`config.mk`:
```
export PLATFORM = sky130hd
export DESIGN_NAME = tmr_core
export DESIGN_NICKNAME = d
export VERILOG_FILES = /design/src/hdl/tmr_pkg.sv /design/src/hdl/edge_sync.sv /design/src/hdl/tmr_core.sv
export VERILOG_INCLUDE_DIRS = /design/src /design/src/hdl
export SDC_FILE = /design/constraint.sdc
export NUM_CORES = 1
export LEC_CHECK = 0
export BUFFER_PORTS_ARGS = -buffer_cell sky130_fd_sc_hd__buf_2
export CAP_MARGIN = 20
export CORE_MARGIN = 3
export CORE_UTILIZATION = 40
export DETAILED_ROUTE_END_ITERATION = 7
export PLACE_DENSITY = 0.73
export SYNTH_ARGS = -nofsm -noshare
export SYNTH_HDL_FRONTEND = slang
export SYNTH_SLANG_ARGS = --single-unit
export TNS_END_PERCENT = 10
```
`constraint.sdc`:
```
create_clock -name mclk_in -period 2 [get_ports mclk_in]
set_input_delay 0.1 -clock mclk_in [delete_from_list [all_inputs] [get_ports mclk_in]]
set_output_delay 0.1 -clock mclk_in [all_outputs]
set_load 0.005 [all_outputs]
```
`src/hdl/tmr_consts.svh`:
```
// Constants of the 8-bit timer with shared prescaler.
// Summary of operation
// 8-bit count, +1 per instruction cycle
// Source select zero means timer mode
// No counting two cycles after write
// Software may adjust loaded value
// Counter mode counts chosen input edge
// Source select one means counter mode
// Edge select one falling, zero rising
// External input synchronised by two samples
// One prescaler, timer or watchdog only
// Assign zero routes prescaler to timer
// Assign one routes prescaler to watchdog
// Timer ratios 1:2 to 1:256
// Codes double ratios; watchdog 1:1 to 1:128
// Timer 1:1 only when watchdog assigned
// Prescaler count not software accessible
// Count write clears prescaler when timer
// Watchdog clear clears prescaler when watchdog
// Software order for timer to watchdog
// Software order for watchdog to timer
// Wrap FFh to 00h sets flag
// Flag sets regardless of enable
// Only software clears the flag
// Request when flag and enable set
// Timer frozen during sleep
// Keeps counting after wrap from zero
`ifndef TMR_CONSTS_SVH
`define TMR_CONSTS_SVH
`define TMR_COUNT_W      8
`define TMR_PRE_W        8
`define TMR_RATE_W       3
`define TMR_HOLD_CYCLES  2'h2
`define TMR_COUNT_RST    8'h00
`define TMR_COUNT_MAX    8'hFF
`define TMR_PRE_RST      8'h00
`endif

```
`src/hdl/tmr_pkg.sv`:
```
// Types of the 8-bit timer with shared prescaler.
package tmr_pkg;
  typedef logic [7:0] count_t;
  typedef logic [2:0] rate_t;
endpackage : tmr_pkg

```
`src/hdl/edge_sync.sv`:
```
// Two-stage synchroniser with selectable edge detect for the count input.
`timescale 1ns/1ps
`default_nettype none
module edge_sync (
  input  wire logic mclk_in,
  input  wire logic rst_in,
  input  wire logic pin_in,
  input  wire logic falling_in,
  output logic      edge_out
);
  typedef struct packed {
    logic s1;
    logic s2;
    logic s3;
    logic ev;
  } sync_s;
  sync_s st;
  sync_s next_st;

  always_comb begin
    next_st    = st;
    next_st.s1 = pin_in;
    next_st.s2 = st.s1;
    next_st.s3 = st.s2;
    next_st.ev = falling_in ? (st.s3 & ~st.s2) : (~st.s3 & st.s2);
  end

  always_ff @(posedge mclk_in or posedge rst_in) begin
    if (rst_in) begin
      st <= '0;
    end else begin
      st <= next_st;
    end
  end

  assign edge_out = st.ev;

  s2_rise_a: assert property (@(posedge mclk_in) disable iff (rst_in)
    (!falling_in && !st.s3 && st.s2) |=> edge_out) else $error("rising edge missed");
  s2_fall_a: assert property (@(posedge mclk_in) disable iff (rst_in)
    (falling_in && st.s3 && !st.s2) |=> edge_out) else $error("falling edge missed");
endmodule : edge_sync
`default_nettype wire

```
`src/hdl/tmr_core.sv`:
```
// 8-bit timer/counter with prescaler shared with the watchdog.
`timescale 1ns/1ps
`default_nettype none
`include "tmr_consts.svh"
module tmr_core #(
  parameter int COUNT_W = `TMR_COUNT_W,
  parameter int PRE_W   = `TMR_PRE_W
) (
  input  wire logic           mclk_in,
  input  wire logic           rst_in,
  input  wire logic           ext_count_input_in,
  input  wire logic           clock_source_select_in,
  input  wire logic           source_edge_select_in,
  input  wire logic           prescaler_assign_in,
  input  wire tmr_pkg::rate_t rate_select_in,
  input  wire logic           overflow_irq_enable_in,
  input  wire logic           write_en_in,
  input  wire tmr_pkg::count_t write_data_in,
  input  wire logic           flag_clear_in,
  input  wire logic           watchdog_clear_instr_in,
  input  wire logic           sleep_in,
  input  wire logic           watchdog_tick_in,
  output var tmr_pkg::count_t timer_count_reg_out,
  output logic                overflow_flag_out,
  output logic                irq_out,
  output logic                watchdog_tick_out
);
  import tmr_pkg::*;

  ////////////////////////////////////////////////////////////////////////////
  // State.

  typedef struct packed {
    count_t           count;
    logic [PRE_W-1:0] pre;
    logic [1:0]       hold;
    logic             flag;
    logic             irq;
    logic             wdt_tick;
  } core_s;

  core_s            st;
  core_s            next_st;
  logic             ext_edge;
  logic             src_tick;
  logic             pre_tap;
  logic             wdt_tap;
  logic [PRE_W-1:0] ones_run;

  edge_sync u_edge_sync (
    .mclk_in    (mclk_in),
    .rst_in     (rst_in),
    .pin_in     (ext_count_input_in),
    .falling_in (source_edge_select_in),
    .edge_out   (ext_edge)
  );

  ////////////////////////////////////////////////////////////////////////////
  // Prescaler source and tap selection.

  // Carry chain: ones_run[i] is high when prescaler bits i down to 0 are all one.
  for (genvar gi = 0; gi < PRE_W; gi++) begin : g_run
    if (gi == 0) begin : g_lsb
      assign ones_run[gi] = st.pre[0];
    end else begin : g_up
      assign ones_run[gi] = ones_run[gi-1] & st.pre[gi];
    end
  end

  always_comb begin
    // Timer mode counts every cycle, counter mode counts synchronised edges.
    src_tick = clock_source_select_in ? ext_edge : 1'b1;
    // Timer ratio 2^(code+1) needs code+1 low ones; watchdog 2^code needs code.
    pre_tap  = ones_run[rate_select_in];
    wdt_tap  = (rate_select_in == 3'h0) ? 1'b1 : ones_run[rate_select_in - 3'h1];
  end

  ////////////////////////////////////////////////////////////////////////////
  // Next state.

  always_comb begin
    logic [PRE_W:0] pre_inc;
    logic           timer_side_tick;
    logic           wdt_side_tick;
    pre_inc         = '0;
    timer_side_tick = 1'b0;
    wdt_side_tick   = 1'b0;
    next_st         = st;
    next_st.wdt_tick = 1'b0;
    if (!prescaler_assign_in) begin
      pre_inc = {1'b0, st.pre} + (PRE_W + 1)'(1);
      // One tick every 2^(rate+1) source events.
      timer_side_tick = src_tick && pre_tap;
      if (src_tick) begin
        next_st.pre = pre_inc[PRE_W-1:0];
      end
      if (write_en_in) begin
        next_st.pre = PRE_W'(`TMR_PRE_RST);
      end
      next_st.wdt_tick = watchdog_tick_in;
    end else begin
      timer_side_tick = src_tick;
      if (watchdog_tick_in) begin
        next_st.pre = st.pre + PRE_W'(1);
      end
      wdt_side_tick = watchdog_tick_in && wdt_tap;
      next_st.wdt_tick = wdt_side_tick;
      if (watchdog_clear_instr_in) begin
        next_st.pre = PRE_W'(`TMR_PRE_RST);
      end
    end
    // Count update; the count never leaves the block except as an output.
    if (write_en_in) begin
      next_st.count = write_data_in;
      next_st.hold  = `TMR_HOLD_CYCLES;
    end else if (st.hold != 2'h0) begin
      next_st.hold = st.hold - 2'h1;
    end else if (timer_side_tick && !sleep_in) begin
      next_st.count = st.count + 8'h01;
    end
    // Flag set wins over a software clear in the same cycle.
    if (flag_clear_in) begin
      next_st.flag = 1'b0;
    end
    if (!write_en_in && st.hold == 2'h0 && timer_side_tick && !sleep_in &&
        st.count == `TMR_COUNT_MAX) begin
      next_st.flag = 1'b1;
    end
    next_st.irq = next_st.flag & overflow_irq_enable_in;
  end

  always_ff @(posedge mclk_in or posedge rst_in) begin
    if (rst_in) begin
      st <= '0;
    end else begin
      st <= next_st;
    end
  end

  assign timer_count_reg_out = st.count;
  assign overflow_flag_out   = st.flag;
  assign irq_out             = st.irq;
  assign watchdog_tick_out   = st.wdt_tick;

  ////////////////////////////////////////////////////////////////////////////
  // Checks.

  write_hold_a: assert property (@(posedge mclk_in) disable iff (rst_in)
    (write_en_in ##1 !write_en_in [*2]) |-> $stable(st.count))
    else $error("count moved during hold");
  wrap_flag_a: assert property (@(posedge mclk_in) disable iff (rst_in)
    (st.count == 8'hFF && !write_en_in ##1 st.count == 8'h00) |-> st.flag)
    else $error("wrap without flag");
  flag_sticky_a: assert property (@(posedge mclk_in) disable iff (rst_in)
    (st.flag && !flag_clear_in) |=> st.flag)
    else $error("flag dropped by itself");
  irq_gate_a: assert property (@(posedge mclk_in) disable iff (rst_in)
    irq_out |-> $past(overflow_irq_enable_in))
    else $error("request without enable");
  sleep_freeze_a: assert property (@(posedge mclk_in) disable iff (rst_in)
    (sleep_in && !write_en_in) |=> (st.count == $past(st.count)))
    else $error("count moved in sleep");
  count_step_a: assert property (@(posedge mclk_in) disable iff (rst_in)
    (!write_en_in) |=> (st.count == $past(st.count) ||
                        st.count == $past(st.count) + 8'h01))
    else $error("count jumped");
  pre_clear_a: assert property (@(posedge mclk_in) disable iff (rst_in)
    (write_en_in && !prescaler_assign_in) |=> st.pre == 8'h00)
    else $error("prescaler not cleared on write");
  wdt_clear_a: assert property (@(posedge mclk_in) disable iff (rst_in)
    (watchdog_clear_instr_in && prescaler_assign_in) |=> st.pre == 8'h00)
    else $error("prescaler not cleared by watchdog clear");

  hold_load_a: assert property (@(posedge mclk_in) disable iff (rst_in)
    write_en_in |=> (st.hold == `TMR_HOLD_CYCLES && st.count == $past(write_data_in)))
    else $error("write not loaded");

  hold_block_a: assert property (@(posedge mclk_in) disable iff (rst_in)
    (st.hold != 2'h0 && !write_en_in) |=> st.count == $past(st.count))
    else $error("count moved while held");

  irq_match_a: assert property (@(posedge mclk_in) disable iff (rst_in)
    irq_out == (overflow_flag_out && $past(overflow_irq_enable_in)))
    else $error("request not flag and enable");

  raw_wdt_a: assert property (@(posedge mclk_in) disable iff (rst_in)
    !prescaler_assign_in |=> watchdog_tick_out == $past(watchdog_tick_in))
    else $error("watchdog tick divided while timer owns prescaler");

  wdt_pass_a: assert property (@(posedge mclk_in) disable iff (rst_in)
    (prescaler_assign_in && rate_select_in == 3'h0) |=>
      watchdog_tick_out == $past(watchdog_tick_in))
    else $error("watchdog one to one ratio broken");

  wdt_quiet_a: assert property (@(posedge mclk_in) disable iff (rst_in)
    (prescaler_assign_in && !watchdog_tick_in) |=> !watchdog_tick_out)
    else $error("watchdog tick without input");

  timer_one_a: assert property (@(posedge mclk_in) disable iff (rst_in)
    (prescaler_assign_in && !clock_source_select_in && !write_en_in &&
     st.hold == 2'h0 && !sleep_in) |=> st.count == $past(st.count) + 8'h01)
    else $error("timer missed an undivided step");

  ext_step_a: assert property (@(posedge mclk_in) disable iff (rst_in)
    (prescaler_assign_in && clock_source_select_in && ext_edge && !write_en_in &&
     st.hold == 2'h0 && !sleep_in) |=> st.count == $past(st.count) + 8'h01)
    else $error("external edge not counted");

  ext_idle_a: assert property (@(posedge mclk_in) disable iff (rst_in)
    (prescaler_assign_in && clock_source_select_in && !ext_edge && !write_en_in) |=>
      st.count == $past(st.count))
    else $error("counter moved without an edge");

  timer_div_a: assert property (@(posedge mclk_in) disable iff (rst_in)
    (!prescaler_assign_in && !pre_tap && !write_en_in) |=> st.count == $past(st.count))
    else $error("count stepped between prescaler taps");

  flag_clear_a: assert property (@(posedge mclk_in) disable iff (rst_in)
    (flag_clear_in && st.count != 8'hFF) |=> !st.flag)
    else $error("flag not cleared");

  pre_timer_a: assert property (@(posedge mclk_in) disable iff (rst_in)
    (!prescaler_assign_in && !write_en_in && !src_tick) |=> st.pre == $past(st.pre))
    else $error("prescaler moved without a timer source event");

  pre_wdt_a: assert property (@(posedge mclk_in) disable iff (rst_in)
    (prescaler_assign_in && !watchdog_tick_in && !watchdog_clear_instr_in) |=>
      st.pre == $past(st.pre))
    else $error("prescaler moved without a watchdog tick");

  wrap_seen_c: cover property (@(posedge mclk_in) st.count == 8'hFF ##1 st.count == 8'h00);
  hold_seen_c: cover property (@(posedge mclk_in) write_en_in ##1 st.hold == 2'h2);
  wdt_div_c: cover property (@(posedge mclk_in)
    prescaler_assign_in && rate_select_in == 3'h7 && watchdog_tick_out);
  irq_seen_c: cover property (@(posedge mclk_in) irq_out);
  ext_edge_c: cover property (@(posedge mclk_in) clock_source_select_in && ext_edge);
endmodule : tmr_core
`default_nettype wire

```
## Word-level counts from Yosys, hierarchy flattened

Cells that the tools add are included.

| storage, ports and cells | value |
|---|---|
| bits in registers | 25 |
| logic and storage cells | 70 |

| operators by class | value |
|---|---|
| add/sub/neg operators | 5 |
| $lt $le $gt $ge | 2 |
| equal/unequal tests | 3 |
| mux-type cells | 21 |
| bitwise operators | 12 |
| reduce and logical (&&, ||, !) cells | 17 |

Operators with widths:

| kind | count |
|---|---|
| 2-to-1 mux 8 bit | 8 |
| adder 8 x 1 -> 8 bit (second input constant) | 3 |
| AND 1 bit | 10 |
| 2-to-1 mux 1 bit | 9 |
| == test 8 bit (second input constant) | 1 |
| < comparator 3 x 4 -> 1 bit (second input constant) | 2 |
| logical AND 1 bit | 7 |
| binary-select mux 1 bit (select 3 bit) | 2 |
| nonzero test 2 bit | 3 |
| 2-to-1 mux 2 bit | 2 |
| AND reduction 2 bit | 2 |
| zero test 3 bit | 1 |
| != test 3 x 1 -> 1 bit (second input constant) | 1 |
| nonzero test 3 bit | 1 |
| subtractor 3 x 1 -> 3 bit (second input constant) | 1 |
| zero test 1 bit | 2 |
| zero test 2 bit | 1 |
| != test 2 bit (second input constant) | 1 |
| inverter 1 bit | 2 |
| subtractor 2 x 1 -> 2 bit (second input constant) | 1 |

## Logic depth before layout (Yosys ltp)

| logic depth | value |
|---|---|
| word-level depth | 16 |
| depth in mapped cells | 8 |

## Modules after synthesis

From an unflattened synthesis, not the netlist that was laid out.

| second synthesis, totals | value |
|---|---|
| cells, all modules | 160 |
| area total of the unflattened synthesis | 1519.0 um^2 |

By module, submodules not included:

| module | times used | cells each | area each (um^2) |
|---|---|---|---|
| tmr_core | 1 | 152 | 1392.6 |
| edge_sync | 1 | 8 | 126.4 |

## Least setup slack after synthesis

Ideal clock, no wire load.

| timing path | value |
|---|---|
| path kind | register to register |
| from | reg st (netlist bit ones_run[0]) |
| to | reg st (netlist bit overflow_flag_out) |
| arrival time | 1.854 ns |
| data required time | 1.880 ns |
| slack | 0.026 ns |
| stages on the path, launching flop included | 9 |
| path buffers | 1 |
| path through | dfrtp_1 > ha_1 > ha_1 > nand3b_1 > o32ai_2 > a311oi_2 > buf_6 > nor3b_1 > a31o_1 |

RTL lines:

| what | RTL line | source |
|---|---|---|
| start, declared | tmr_core.sv:42 | `core_s st;` |
| start signal, assigned | tmr_core.sv:136 | `st <= next_st;` |

## Final worst setup path

| timing path | value |
|---|---|
| from | reg st[6] (netlist name) |
| to | reg st (netlist bit timer_count_reg_out[3]) |

| between the ends | value |
|---|---|
| cells in the longest elaborated chain, start to end | 14 |

Ends and longest elaborated chain:

| what | RTL line | source |
|---|---|---|
| AND 1 bit (*) | tmr_core.sv:66 | `assign ones_run[gi] = ones_run[gi-1] & st.pre[gi];` |
| AND 1 bit (6 in a row) | tmr_core.sv:66 |  |
| binary-select mux 1 bit (select 3 bit) (*) | tmr_core.sv:74 | `pre_tap = ones_run[rate_select_in];` |
| 2-to-1 mux 1 bit (not written as such) (*) | tmr_core.sv:74 |  |
| logical AND 1 bit (*) | tmr_core.sv:93 | `timer_side_tick = src_tick && pre_tap;` |
| 2-to-1 mux 1 bit (*) | tmr_core.sv:90 | `if (!prescaler_assign_in) begin` |
| logical AND 1 bit (*) | tmr_core.sv:118 | `end else if (timer_side_tick && !sleep_in) begin` |
| nonzero test 2 bit (no line) (*) | - |  |
| AND reduction 2 bit (no line) (*) | - |  |

Mark *: on every way between the ends. The rest lies on a longest branch, timed or not. The select of a mux whose other input is x is not followed.
A chain may end at the register's enable or synchronous reset.

==> metrics.csv <==
metric;value;unit
vias per cell;5.28;
first-pass GRT wire length;5640;um
clk slew on worst S/H paths;0.09;ns
CP startpoint kind;flop;
final cell count without fillers;253;
row count;22;
antenna violations before repair;0;
worst vdd ir;0.392;mV
Pleak;0.000842;uW
worst-margin pin slew;0.525;ns
Final Wtd Congestion;0.892;
crit-path max cell delay;0.50;ns
Placed Cells incl. Taps;245;
RSZ-0062 raised after global routing;yes;
dominant cell type by area after synthesis;dfrtp_1;
CP Capture Type;flop;
Distinct cells, synth;45;
root buf cell;clkbuf_8;
Mapped Nets;197;
Die W;68.3;um
smallest hold slack;0.0347;ns
max cap viols;0;
CTS Buf Count;3;
Synth Cell Area;0.00155;mm2
CTS Sinks;25;
Port Buffers;33;
Final Max Tran Viols;0;
share of the synthesized area in the top cell type;40.3;%
number of synthesized flops with an enable pin;0;
DP HPWL;2440;um
Avg WL per Cell;13.0;um
share of layout cells above drive strength 1;26.3;%
largest net degree at the start of global routing;26;
top_reg_cell synth;dfrtp_1;
setup ws final;0.0803;ns
fin crit period;1.92;ns
Final period util;96.0;%
DIE AREA;0.00467;mm2
Detailed Route WL;3280;um
Finish-stage setup viols;0;
M1 WL;1410;um
initial drt markers;88;
#FFs+latches synth;25;
CP Class;flop to flop;
cells after synthesis;168;
vias in the first global route;1295;
PwrDens;671;mW/mm2
Antenna Cells;0;
Max clock buf depth;2;
total congestion overflow;0;
peak fanout along the critical path;11;
slowest CP cell;or4_1;
I/O pin total;34;
Placement Cell Area;0.00174;mm2
async set-or-reset flop fraction in the synthesized netlist;100;%
sequential share of the synthesized area;40.3;%
Avg Cell Area, Syn;9.25;um2
total power draw;1240;uW
effective utilization at floorplan;41.8;%
CP Cell Sequence;ha_4, ha_4, o2111a_1, a311oi_2, buf_4, or4_1, a31oi_1;
die extent in y;68.3;um
Crit path max-delay family;simple AND/OR/NAND/NOR gates;
drt pass-1 iters;4;
net count reported at finish;235;
Worst Path Arrival;2.13;ns
FMAX;0.521;GHz
Slew headroom;64.6;%
DRC;0;
CTS H-Tree Depth;1;
status;completed;
Place WS;-0.00723;ns
Tot GR Track Use;15.9;%
core box area;0.00372;mm2
routed wl met2;1680;um
top-count cell post-synth;dfrtp_1;
final hold violation count;0;
CTS tree;yes;
max layer used;met4;
area grow syn2layout;19.2;%
vias post-DR;1337;
Area contributors post-synth;dfrtp_1 40%, ha_1 4.8%, nand2_1 4.8%;
CP Buf/Inv Count;1;
Ys Warns;0;
worst skew pair latency;0.28;ns
Worst EP required;2.21;ns
Setup Skew;0.00801;ns
DRT antenna net count;0;
most frequent CP cell;ha_4;
worst min path class;primary input to flop;
synth cell count leaders;25 x dfrtp_1, 20 x nand2_1, 14 x nor2_1;
Finished Cell Area;0.00185;mm2
Met3 Wirelength;142;um
==> layout make-up <==
class                      count  area (um2)
inverter                       9        33.8
clock buffer                   3        41.3
clock inverter                 1        7.51
fill                         366        1860
timing repair buffer          46         268
sequential                    25         626
tap                           48        60.1
multi-input combinational    121         817
==> placed cells by master (no fill, tap or decap), types with 2 or more instances in the layout <==
cell type / n
and2_1: 2
nor2_1: 14
a31oi_1: 5
ha_1: 4
nor2b_1: 3
dlygate4sd3_1: 2
dfrtp_1: 25
nand3b_1: 2
o31ai_1: 8
nand4_1: 5
ha_4: 2
nand2_1: 20
nand2b_1: 2
nand3_1: 5
buf_2: 33
o211ai_1: 4
and3_1: 3
buf_4: 11
clkbuf_8: 3
o21ai_0: 5
xnor2_1: 3
nor3b_1: 3
inv_1: 9
o21a_1: 2
xor2_1: 3
or4_1: 6
==> cell families after synthesis <==
family / synth area share [%]
AOI/OAI and AO/OA: 17.6
and+or+nand+nor: 24.6
adders and majority gates: 4.83
xor gates and xnor gates: 3.38
buffers and inverters: 8.78
muxes: 0.644
DFF: 40.3
==> path summary, 6_finish.rpt <==
kind	from	to	slack (ns)	cells past startpoint
hold / removal	write_data_in[1]	timer_count_reg_out[1]$_DFFE_PP0P_	0.03	3
min in group asynchronous	rst_in	u_edge_sync.edge_out$_DFF_PP0_	0.40	4
hold reg to reg	u_edge_sync.next_st[2]$_DFF_PP0_	u_edge_sync.next_st[1]$_DFF_PP0_	0.36	0
max in group asynchronous	rst_in	timer_count_reg_out[0]$_DFFE_PP0P_	1.35	4
setup reg to reg	st[6]$_DFFE_PP0P_	timer_count_reg_out[3]$_DFFE_PP0P_	0.08	7
setup / recovery	st[6]$_DFFE_PP0P_	timer_count_reg_out[3]$_DFFE_PP0P_	0.08	7
==> per-stage QoR <==
stage / util, % / TNS (ns)
after global routing: 49.9 / -0.0730
after global placement: 46.9 / 0
after CTS: 49.3 / 0
after floorplan: - / 0
after detailed placement: 46.9 / -0.00723
final: 49.9 / 0
==> per-layer routing <==
metal  vias to the layer above  global-route usage, %
met1                       638                   18.9
met4                         0                   5.21
met3                         5                   4.11
met5                         -                      0
li1                        675                      -
met2                        19                   27.8
==> worst min-delay path, delay by kind of cell <==
family / cells / cell delay (ns)
AND/OR/NAND/NOR: 2 / 0.10
buffers and inverters: 1 / 0.08
==> report_power, final <==
part | switching, uW | leakage (uW) | internal [uW]
registers | 50.9 | 0.000313 | 560
logic | 164 | 0.000507 | 154
clock network | 173 | 0.0000217 | 142
==> timing repair <==
item | 4_1_cts | 5_1_grt
gates resized for setup | 2 | 2
setup endpoints to repair | 3 | 9
buffers inserted | 2 | 0
pin swaps | 0 | 1
cloned | 0 | 0
hold buffers | 2 | 0
hold endpoints to repair | 26 | 0
==> sequential cells by signal, summed over array words and instances (netlist names) <==
signal and cells:
ones_run 1, st 9, u_edge_sync.st 1, irq_out 1, watchdog_tick_out 1, u_edge_sync.edge_out 1
u_edge_sync.next_st 2, timer_count_reg_out 8, overflow_flag_out 1
(Power assumes the default switching activity.)
